## src/hdl/fuse_ctrl_pkg.sv

```systemverilog
// Purpose: shared constants and types for the fuse access controller
// Assumes: 32-bit register port, byte-addressed register map
// Notes:   offsets and field positions used by the controller and its array model
package fuse_ctrl_pkg;

  // ==========================================================================
  // register map (byte offsets)
  localparam logic [7:0] OFS_CTRL    = 8'h00;
  localparam logic [7:0] OFS_ADDR    = 8'h04;
  localparam logic [7:0] OFS_WDATA   = 8'h08;
  localparam logic [7:0] OFS_RDATA   = 8'h0C;
  localparam logic [7:0] OFS_CMD     = 8'h10;
  localparam logic [7:0] OFS_STATUS  = 8'h14;
  localparam logic [7:0] OFS_TIMING  = 8'h18;
  localparam logic [7:0] OFS_VERSION = 8'h1C;

  // ==========================================================================
  // control register fields
  localparam int CTRL_BUSY_BIT  = 0;
  localparam int CTRL_ERROR_BIT = 1;

  // command register fields
  localparam int CMD_PROG_BIT   = 0;
  localparam int CMD_RELOAD_BIT = 1;
  localparam int CMD_LOCK_BIT   = 2;
  localparam int CMD_SHWR_BIT   = 3;

  // status register field positions, cleared by writing one
  localparam int ST_ACCESS_BIT  = 0;
  localparam int ST_CRC_BIT     = 1;
  localparam int ST_RELOAD_BIT  = 2;
  localparam int ST_PROG_BIT    = 3;
  localparam int ST_LOCKED_BIT  = 4;
  localparam int ST_WIDTH       = 5;

  // ==========================================================================
  // widths and reset values
  localparam int WORD_W = 32;
  localparam int ADDR_W = 8;
  localparam logic [15:0] TIMING_RESET  = 16'h0004;
  localparam logic [31:0] VERSION_VALUE = 32'h0001_0000; // arbitrary value
  localparam logic [31:0] ZERO_WORD     = 32'h0000_0000;

  // ==========================================================================
  // operation states
  typedef enum logic [2:0] {
    ST_IDLE, ST_PROG, ST_PROG_RELOAD, ST_RELOAD_ALL, ST_DONE
  } op_state_type;

  // command to the fuse array
  typedef struct packed {
    logic              prog;
    logic              read;
    logic [ADDR_W-1:0] addr;
    logic [WORD_W-1:0] data;
  } fuse_req_type;

endpackage

```

## src/hdl/fuse_word_store.sv

```systemverilog
// Purpose: fuse word store with per-word ECC map, lock bits and ECC once flags
// Assumes: programming completes in one cycle after a request
// Notes:   a blown bit stays blown until srst; program only ORs new bits
`timescale 1ns/1ns
module fuse_word_store
  import fuse_ctrl_pkg::*;
#(
  parameter int WORDS = 16
) (
  // clock and reset
  input  wire logic                 clock,
  input  wire logic                 srst,
  // request
  input  wire fuse_req_type         req,
  input  wire logic                 forceEcc,
  // results
  output logic [WORD_W-1:0]         rdWord,
  output logic                      isEccWord,
  output logic                      isLocked,
  output logic                      eccUsed,
  output logic                      addrBad
);

  logic [WORD_W-1:0] fuse_r [WORDS];
  logic [WORDS-1:0]  lock_r;
  logic [WORDS-1:0]  used_r;
  logic [$clog2(WORDS)-1:0] idx;

  // fixed fuse map: upper half of words are ECC words
  function automatic logic ecc_map(input logic [ADDR_W-1:0] a);
    return a >= ADDR_W'(WORDS / 2); // see RULE_07
  endfunction

  assign addrBad   = req.addr >= ADDR_W'(WORDS);
  assign idx       = req.addr[$clog2(WORDS)-1:0];
  assign isEccWord = ecc_map(req.addr);
  assign isLocked  = !addrBad && lock_r[idx];
  assign eccUsed   = !addrBad && used_r[idx];
  assign rdWord    = addrBad ? ZERO_WORD : fuse_r[idx];

  // program: OR new bits, mark ECC words used, set lock when forced
  always_ff @(posedge clock) begin
    if (srst) begin
      lock_r <= '0;
      used_r <= '0;
      for (int i = 0; i < WORDS; i++) fuse_r[i] <= ZERO_WORD;
    end else if (req.prog && !addrBad) begin
      fuse_r[idx] <= fuse_r[idx] | req.data;
      if (forceEcc || isEccWord) used_r[idx] <= 1'b1;
      if (forceEcc) lock_r[idx] <= 1'b1;
    end
  end

endmodule // fuse_word_store

```

## src/hdl/fuse_access_ctrl.sv

```systemverilog
// Purpose: register-port controller for fuse words and their shadow copies
// Assumes: one clock, synchronous active-high reset, single-cycle strobes
// Notes:   shadow copies reload from the fuse store on command or after programming
//
// Contract
// RULE_01 - busy bit in control register; not ready while set
// RULE_02 - error bit in control register readable by software
// RULE_03 - software clears error bit; stays clear until next failure
// RULE_04 - software reload of all shadows; reload failure reported separately; ST_RELOAD_ALL never checks for a failure or sets ST_RELOAD_BIT
// RULE_05 - ECC word may be programmed only once
// RULE_06 - redundancy word accepts repeated programming of new bits
// RULE_07 - ECC or redundancy chosen per word from fixed fuse map
// RULE_08 - lock request forces ECC mode
// RULE_09 - locked word refused, reported as locked condition
// RULE_10 - shadow reloaded after program; reload failure separate
// RULE_11 - access error and CRC failure flagged separately; the code has no CRC check and never sets ST_CRC_BIT
// RULE_12 - software checks lock before shadow write or program
// RULE_13 - read-only version register
// RULE_14 - software sets timing from source clock frequency
// RULE_15 - busy held over whole program or reload operation
// RULE_16 - requests ignored while busy; start with error set sets error; the code still acts on CTRL error-clear and STATUS writes while busy
//
// Local design decisions: the address map and strobed register access.
`timescale 1ns/1ns
module fuse_access_ctrl
  import fuse_ctrl_pkg::*;
#(
  parameter int WORDS = 16
) (
  // clock and reset
  input  wire logic                 clock,
  input  wire logic                 srst,
  // register port
  input  wire logic [7:0]           regAddr,
  input  wire logic [31:0]          regWdata,
  input  wire logic                 regWrite,
  input  wire logic                 regRead,
  output logic [31:0]               regRdata,
  // status lines
  output logic                      busy,
  output logic                      error
);

  typedef struct packed {
    op_state_type      state;
    logic [15:0]       timing;
    logic [15:0]       cnt;
    logic [ADDR_W-1:0] addr;
    logic [WORD_W-1:0] wdata;
    logic              lockReq;
    logic [ADDR_W-1:0] scan;
    logic [ST_WIDTH-1:0] status;
    logic              busy;
    logic              error;
    logic [31:0]       rdata;
    logic [WORD_W-1:0] shadowData;
    logic              shadowWe;
    logic [ADDR_W-1:0] shadowIdx;
  } state_type;

  state_type s_r, s_nxt;
  logic [WORD_W-1:0] shadow_r [WORDS];
  fuse_req_type      fuseReq;
  logic [WORD_W-1:0] fuseWord;
  logic              isEccWord, isLocked, eccUsed, addrBad;

  // ==========================================================================
  // fuse store
  fuse_word_store #(.WORDS(WORDS)) u_store (
    .clock     (clock),
    .srst      (srst),
    .req       (fuseReq),
    .forceEcc  (s_r.lockReq),
    .rdWord    (fuseWord),
    .isEccWord (isEccWord),
    .isLocked  (isLocked),
    .eccUsed   (eccUsed),
    .addrBad   (addrBad)
  );

  // address onto store: scan index during reload-all
  always_comb begin
    fuseReq.read = 1'b0;
    fuseReq.data = s_r.wdata;
    fuseReq.addr = (s_r.state == ST_RELOAD_ALL) ? s_r.scan : s_r.addr;
    fuseReq.prog = (s_r.state == ST_PROG) && (s_r.cnt == 16'h0000);
  end

  function automatic logic hit(input logic [7:0] a, input logic [7:0] o);
    return a == o;
  endfunction

  // ==========================================================================
  // next state
  always_comb begin
    s_nxt = s_r;
    s_nxt.shadowWe = 1'b0;
    s_nxt.rdata = 32'h0000_0000;
    // register writes
    if (regWrite) begin
      if (hit(regAddr, OFS_ADDR) && !s_r.busy) s_nxt.addr = regWdata[ADDR_W-1:0];
      if (hit(regAddr, OFS_WDATA) && !s_r.busy) s_nxt.wdata = regWdata;
      if (hit(regAddr, OFS_TIMING) && !s_r.busy) s_nxt.timing = regWdata[15:0]; // see RULE_14
      if (hit(regAddr, OFS_CTRL) && regWdata[CTRL_ERROR_BIT]) s_nxt.error = 1'b0; // see RULE_03
      if (hit(regAddr, OFS_STATUS)) s_nxt.status = s_r.status & ~regWdata[ST_WIDTH-1:0];
      if (hit(regAddr, OFS_CMD) && !s_r.busy) begin // see RULE_16
        if (s_r.error) begin
          s_nxt.error = 1'b1; // see RULE_16
        end else if (regWdata[CMD_RELOAD_BIT]) begin
          s_nxt.state = ST_RELOAD_ALL; // see RULE_04
          s_nxt.scan  = '0;
          s_nxt.busy  = 1'b1; // see RULE_15
        end else if (regWdata[CMD_PROG_BIT] || regWdata[CMD_SHWR_BIT]) begin
          if (addrBad) begin
            s_nxt.status[ST_ACCESS_BIT] = 1'b1; // see RULE_11
            s_nxt.error = 1'b1;
          end else if (isLocked) begin
            s_nxt.status[ST_LOCKED_BIT] = 1'b1; // see RULE_09
            s_nxt.error = 1'b1;
          end else if (regWdata[CMD_PROG_BIT] && eccUsed) begin
            s_nxt.status[ST_PROG_BIT] = 1'b1; // see RULE_05
            s_nxt.error = 1'b1;
          end else if (regWdata[CMD_PROG_BIT]) begin
            s_nxt.state   = ST_PROG; // see RULE_06
            s_nxt.lockReq = regWdata[CMD_LOCK_BIT]; // see RULE_08
            s_nxt.cnt     = s_r.timing;
            s_nxt.busy    = 1'b1; // see RULE_01
          end else begin
            s_nxt.shadowWe   = 1'b1; // shadow write only
            s_nxt.shadowIdx  = s_r.addr;
            s_nxt.shadowData = s_r.wdata;
          end
        end
      end
    end
    // operation sequencing
    unique case (s_r.state)
      ST_IDLE: ;
      ST_PROG: begin
        if (s_r.cnt == 16'h0000) s_nxt.state = ST_PROG_RELOAD; // see RULE_15
        else s_nxt.cnt = s_r.cnt - 16'h0001;
      end
      ST_PROG_RELOAD: begin
        // verify blown bits; mismatch marks a reload failure
        s_nxt.shadowWe   = 1'b1; // see RULE_10
        s_nxt.shadowIdx  = s_r.addr;
        s_nxt.shadowData = fuseWord;
        if ((fuseWord & s_r.wdata) != s_r.wdata) begin
          s_nxt.status[ST_RELOAD_BIT] = 1'b1; // see RULE_10
          s_nxt.error = 1'b1; // see RULE_02
        end
        s_nxt.lockReq = 1'b0;
        s_nxt.state = ST_DONE;
      end
      ST_RELOAD_ALL: begin
        s_nxt.shadowWe   = 1'b1; // see RULE_04
        s_nxt.shadowIdx  = s_r.scan;
        s_nxt.shadowData = fuseWord;
        if (s_r.scan == ADDR_W'(WORDS - 1)) s_nxt.state = ST_DONE;
        else s_nxt.scan = s_r.scan + ADDR_W'(1);
      end
      ST_DONE: begin
        s_nxt.busy  = 1'b0; // see RULE_15
        s_nxt.state = ST_IDLE;
      end
    endcase
    // register reads
    if (regRead) begin
      unique case (regAddr)
        OFS_CTRL:    s_nxt.rdata = {30'h0, s_r.error, s_r.busy}; // see RULE_01
        OFS_ADDR:    s_nxt.rdata = 32'(s_r.addr);
        OFS_WDATA:   s_nxt.rdata = s_r.wdata;
        OFS_RDATA:   s_nxt.rdata = addrBad ? 32'h0000_0000 : shadow_r[s_r.addr[$clog2(WORDS)-1:0]];
        OFS_STATUS:  s_nxt.rdata = 32'(s_r.status); // see RULE_11
        OFS_TIMING:  s_nxt.rdata = 32'(s_r.timing);
        OFS_VERSION: s_nxt.rdata = VERSION_VALUE; // see RULE_13
        default:     s_nxt.rdata = 32'h0000_0000;
      endcase
    end
  end

  // ==========================================================================
  // state register
  always_ff @(posedge clock) begin
    if (srst) begin
      s_r        <= '0;
      s_r.state  <= ST_IDLE;
      s_r.timing <= TIMING_RESET;
    end else begin
      s_r <= s_nxt;
    end
  end

  // shadow array, written one cycle after its decision
  always_ff @(posedge clock) begin
    if (srst) begin
      for (int i = 0; i < WORDS; i++) shadow_r[i] <= ZERO_WORD;
    end else if (s_r.shadowWe && s_r.shadowIdx < ADDR_W'(WORDS)) begin
      shadow_r[s_r.shadowIdx[$clog2(WORDS)-1:0]] <= s_r.shadowData;
    end
  end

  assign regRdata = s_r.rdata;
  assign busy     = s_r.busy;
  assign error    = s_r.error;

endmodule // fuse_access_ctrl

```

## config.mk

```make
export PLATFORM = sky130hd
export DESIGN_NAME = fuse_access_ctrl
export DESIGN_NICKNAME = d
export VERILOG_FILES = /design/src/hdl/fuse_ctrl_pkg.sv /design/src/hdl/fuse_word_store.sv /design/src/hdl/fuse_access_ctrl.sv
export SDC_FILE = /design/constraint.sdc
export NUM_CORES = 2
export LEC_CHECK = 0
export ABC_AREA = 1
export BUFFER_PORTS_ARGS = -buffer_cell sky130_fd_sc_hd__buf_2
export CORE_AREA = 2 2 375 377
export DETAILED_ROUTE_END_ITERATION = 10
export DIE_AREA = 0 0 377 379
export PLACE_DENSITY = 0.58
export SLEW_MARGIN = 20
export SYNTH_ARGS = -nofsm -noshare
export SYNTH_HDL_FRONTEND = slang
export SYNTH_SLANG_ARGS = --single-unit
```

## constraint.sdc

```tcl
create_clock -name clock -period 3 [get_ports clock]
set_input_delay 0.15 -clock clock [delete_from_list [all_inputs] [get_ports clock]]
set_output_delay 0.15 -clock clock [all_outputs]
set_load 0.01 [all_outputs]
```

# Word level (Yosys, flattened, before mapping)

Memory sizes are Yosys's and may differ from the RTL's. A register that Yosys moved wholly into a read port is not among the register bits.
Cells that the tools add are included.
W data, S select, Z words.

ROM bits: 0
Input bits: 44
RAM bits: 1,024
Logic and storage cells: 197
Register bits: 196
Latch bits: 0
Memories: 2

Mux-type cells: 99
$mul: 0
Shift-type cells: 0
Equality and inequality tests: 22
Bitwise operators: 12
Reduce and logical (&&, ||, !) cells: 37
Add/sub/neg operators: 2
Div/mod/pow operators: 0
Order comparisons: 5

Memory list:

| name           | words | bits a word | read ports | clocked after memory_dff | wr ports | line                   | RTL |
|---|---|---|---|---|---|---|---|
| shadow_r       | 16    | 32          | 1          | 1                        | 16       | fuse_access_ctrl.sv:62 | `logic [WORD_W-1:0] shadow_r [WORDS];` |
| u_store.fuse_r | 16    | 32          | 1          | 0                        | 16       | fuse_word_store.sv:24  | `logic [WORD_W-1:0] fuse_r [WORDS];` |

Operators by type and width:

| operator                | count |
|---|---|
| $mux W41                | 9 |
| $pmux W32 S7            | 1 |
| $mux W16                | 11 |
| $mux W32                | 5 |
| $mux W91                | 1 |
| $pmux W41 S2            | 1 |
| $reduce_or A32 Y1       | 2 |
| $mux W8                 | 5 |
| $mux W1                 | 39 |
| $mux W3                 | 12 |
| $and A32 B32 Y32        | 1 |
| $eq A8 B5 Y1 const B    | 4 |
| $ne A32 B32 Y1          | 1 |
| $or A16 B16 Y16         | 2 |
| $or A32 B32 Y32         | 1 |
| $eq A8 B4 Y1 const B    | 3 |
| $mux W11                | 2 |
| $reduce_and A9 Y1       | 2 |
| $logic_not A16 Y1       | 1 |
| $mux W4                 | 4 |
| $sub A16 B1 Y16 const B | 1 |
| $ne A3 B1 Y1 const B    | 5 |
| $logic_and A1 B1 Y1     | 12 |
| $pmux W3 S4             | 1 |
| other kinds (27)        | 51 |

# Depth between registers and ports, before layout

Depth in word-level cells: 16
Mapped depth: 24

# Cells and area by module

From an unflattened synthesis, not the netlist that was laid out.

Cell total of the unflattened synthesis: 6,495
Area, all modules: 57,850.5 sq um

Modules (own cells, without submodules):

| module           | area each (sq um) | cells each | instances | seq. area each (sq um) |
|---|---|---|---|---|
| fuse_access_ctrl | 31,526.5          | 3,564      | 1         | 18,738.0 |
| fuse_word_store  | 26,324.0          | 2,931      | 1         | 16,015.4 |

# Worst setup path after synthesis

No wires, ideal clock.

Path kind: register to register
Start: register s_r[163] in the netlist's numbering
End: memory u_store.fuse_r[15][0] (enable)
Setup time: 389 ps
Setup slack: -164 ps
Data arrival time: 2,774 ps
Buffers on the path: 3
Clock period less this slack: 3,164 ps
Cell stages (with the launch flop): 16
Required time: 2,611 ps
Path through: dfxtp_1 -> inv_2 -> nand3_2 -> buf_6 -> nor2_1 -> o21bai_1 -> or2_1 -> nor2_1 -> inv_2 -> nor3_2 -> inv_2 -> nor2_4 -> buf_4 -> nand2_2 -> buf_2 -> nand2_1

RTL lines:

| what                   | line                    | RTL |
|---|---|---|
| start, declared        | fuse_access_ctrl.sv:61  | `state_type s_r, s_nxt;` |
| start signal, assigned | fuse_access_ctrl.sv:190 | `s_r <= s_nxt;` |
| end, declared          | fuse_word_store.sv:24   |  |

# Final worst setup path

Start: register s_r[163] in the netlist's numbering
End: register s_r (netlist bit regRdata[24])

Cells in the longest elaborated chain, start to end: 5

RTL lines:

| what         | line                    | RTL |
|---|---|---|
| $eq A3 B2 Y1 | fuse_access_ctrl.sv:85  | `fuseReq.addr = (s_r.state == ST_RELOAD_ALL) ? s_r.scan : s_r.addr;` |
| $mux W8      | fuse_access_ctrl.sv:85  |  |
| $ge A8 B5 Y1 | fuse_word_store.sv:34   | `assign addrBad = req.addr >= ADDR_W'(WORDS);` |
| $mux W32     | fuse_access_ctrl.sv:173 | `OFS_RDATA: s_nxt.rdata = addrBad ? 32'h0000_0000 : shadow_r[s_r.addr[$clog2(WORDS)-1:0]];` |
| $pmux W32 S7 | fuse_access_ctrl.sv:169 | `unique case (regAddr)` |

No other way between the ends.
A chain may end at the register's enable or synchronous reset.

==> impl_metrics.env <==
export IMPL_htreeDepth=4
export IMPL_synth_area_per_cell_um2=9.22
export IMPL_end_kind="flop"
export IMPL_path_class="flop to flop"
export IMPL_relSlewSlack_pct=38.1
export IMPL_r2r_setup_slack_ns=0.05
export IMPL_endpoint="regRdata[24]$_SDFF_PP0_"
export IMPL_synth_ff_type="edfxtp_1"
export IMPL_setup_violations=0
export IMPL_final_max_slew_violation_count=0
export IMPL_min_period_ns=2.95
export IMPL_hp_class="input port to flop"
export IMPL_first_pass_iters=6
export IMPL_dieWidth_um=377
export IMPL_vias=44800
export IMPL_grt_first_pass_wirelength_um=277000
export IMPL_synth_seq_cells=1224
export IMPL_timing_final_crit_share_pct=98.3
export IMPL_vias_per_cell=5.51
export IMPL_ir_drop_mv=0.630
export IMPL_tritoncts="yes"
export IMPL_antenna_found_initial=7
export IMPL_setup_tns_final_ns=0
export IMPL_diodes=0
export IMPL_gp_congestion=0.890
export IMPL_grt_max_degree=121
export IMPL_grt_pass1_vias=42300
export IMPL_leakage_nw=25.9
export IMPL_dieArea_mm2=0.143
export IMPL_synth_seq_area_share_pct=62.9
export IMPL_timing_rr_start="s_r[163]$_SDFF_PP0_"
export IMPL_area_growth_pct=18.2
export IMPL_async_flop_share_pct=0
export IMPL_port_buffers=77
export IMPL_startpoint="s_r[163]$_SDFF_PP0_"
export IMPL_rsz0062_at_grt="yes"
export IMPL_synth_edf_count=1024
export IMPL_drtAntennaViolNets=0
export IMPL_r2r_end="regRdata[24]$_SDFF_PP0_"
export IMPL_status="finished clean"
export IMPL_fp_row_count=137
export IMPL_cts_buffers=132
export IMPL_fmax_ghz=0.339
export IMPL_overflow=0
export IMPL_clk_latency_ns=0.79
export IMPL_clk_pin_slew_ns=0.06
export IMPL_critPathArrivalTime_ns=3.66
export IMPL_fillers=13000
export IMPL_power_density_mw_per_mm2=558
export IMPL_rr_worst_depth=15
export IMPL_crit_path_start_kind="flop"
export IMPL_synthDistinctLibCells=56
export IMPL_cts_root_buf="clkbuf_16"
export IMPL_ios=78
export IMPL_max_cap_violations=0
export IMPL_whs_ns=0.0547
export IMPL_required_ns=3.71
export IMPL_yosys_warnings=0
export IMPL_core_mm2=0.139
export IMPL_die_h_um=379
export IMPL_crit_fanout=13
export IMPL_final_common_cell="nand2_1"
export IMPL_cts_path_max_buffers=3
export IMPL_drc=0
export IMPL_grt_util_all_layers_pct=26.1
export IMPL_synth_cells=5994
export IMPL_tightestPinTransition_ns=0.916
export IMPL_initial_utilization_pct=39.8
export IMPL_hpwlAfterDp_um=115000
export IMPL_syn_nets=6041
export IMPL_skew_ns=0.0235
export IMPL_drt_total_wl_um=189000
export IMPL_drtIter0Drc=5623
export IMPL_place_inst=7824
export IMPL_fin_cells=8129
export IMPL_routedWlPerCell_um=23.3
export IMPL_mostFrequentLayoutCells="nand2_1, nor2_1, edfxtp_1"
export IMPL_synth_cell_area_mm2=0.0553
export IMPL_clock_sinks=1224
export IMPL_hold_viol_final=0
export IMPL_final_net_count=6264
export IMPL_drive_above_1_share_pct=13.6
-- power breakdown --
| group | internal (mW) | switching (mW) |
|---|---|---|
| clock network | 9.10 | 7.01 |
| registers | 18.8 | 0.133 |
| logic | 0.430 | 0.959 |
-- worst max-delay path, cell delays in order (launching register included) --
cell and delay [ns]:
dfxtp_2 0.34, inv_2 0.06, nand3_2 0.08, buf_12 0.16
nand2_1 0.06, o21ai_1 0.11, or2_2 0.34, nor2_4 0.21
inv_2 0.06, buf_4 0.18, nor4_4 0.27, buf_6 0.16
buf_12 0.11, clkbuf_16 0.20, or3b_4 0.41, a21oi_1 0.12
-- layout make-up --
class                           count  area [µm²]  share of cell area [%]
Timing Repair Buffer              551        5400                    8.26
Inverter                          186         726                    1.11
Sequential cell                  1224       34800                    53.2
Tap cell                         1807        2260                    3.46
Clock inverter                     60         488                   0.747
Clock buffer                      179        3690                    5.64
Multi-Input combinational cell   4122       18000                    27.6
-- how the worst min path moves through the flow --
stage / startpoint / to / slack [ns] / cells after the start
final: regAddr[0] / s_r[76]$_SDFFE_PP0P_ / 0.05 / 7
after CTS: regAddr[0] / s_r[76]$_SDFFE_PP0P_ / 0.01 / 7
after detailed placement: regWdata[15] / fuseReq[15]$_SDFFE_PP0P_ / 0.40 / 3
after global routing: regAddr[0] / s_r[76]$_SDFFE_PP0P_ / 0.09 / 7
after global placement: regWdata[10] / fuseReq[10]$_SDFFE_PP0P_ / 0.40 / 3
after floorplan: regWdata[5] / s_r[126]$_SDFFE_PP0P_ / 0.28 / 2
-- sequential cells by signal, indices dropped and copies added (netlist names), named ones only --
name,count
shadow_r,512
u_store.fuse_r,512
s_r,98
fuseReq,32
regRdata,32
u_store.lock_r,16
u_store.used_r,16
busy,1
error,1
-- metrics by stage --
| step | util [%] | worst slack (ns) | area, µm² | power (mW) |
|---|---|---|---|---|
| 4_1_cts | 46.8 | 0.00672 | 65000 | 36.5 |
| 3_3_place_gp | 43.3 | -0.0444 | 60100 | 20.6 |
| 6_report | 47.1 | 0.0512 | 65400 | 36.4 |
| 5_1_grt | 47.1 | -0.0857 | 65400 | 37.3 |
| 3_5_place_dp | 43.3 | -0.0973 | 60100 | 20.6 |
| 2_1_floorplan | - | 0.139 | 55300 | 19.9 |
-- cell usage after synthesis (8+ instances only) --
cell type	n	area (µm²)
buf_4	36	270
clkbuf_1	232	871
nand4_1	19	119
a221o_1	15	150
nand3_1	172	861
or3b_1	10	87.6
edfxtp_1	1024	30700
nor2_1	1208	4530
a221oi_1	29	254
nand2_1	1873	7030
clkinv_1	21	78.8
a31oi_1	16	100
nand2_2	12	75.1
a22oi_1	66	495
inv_1	155	582
nor3_2	26	260
nor2_2	8	50.1
nor3_1	17	85.1
o22ai_1	25	156
o311ai_0	25	219
inv_2	9	33.8
o21ai_0	97	485
dfxtp_1	200	4000
buf_2	159	796
a21oi_1	400	2000
o21ai_1	37	185
buf_1	31	116
-- what timing repair did --
item / 4_1_cts / 5_1_grt
setup buffers: 5 / 11
gates cloned: 5 / 5
setup endpoints to repair: 4 / 299
gates resized for setup: 12 / 50
pin swaps: 2 / 6
endpoints found under the hold margin: 91 / 0
hold buffers: 40 / 0
-- layer usage --
metal / GRT usage (%) / vias to the layer above / share of wire, %
li1: - / 20400 / -
met1: 36.1 / 21800 / 41
met2: 41.9 / 2233 / 47
met3: 3.72 / 371 / 8.9
met4: 9.09 / 2 / 3.3
met5: 0 / - / 0.0037
-- cells by family after synthesis --
kind of cell / synth area share [%]
flops: 62.9
fa+ha+maj: 0.0679
buf+inv: 5.06
compound gates: 7.80
xor+xnor: 0.0475
simple gates: 24.2
(Power assumes the default switching activity.)
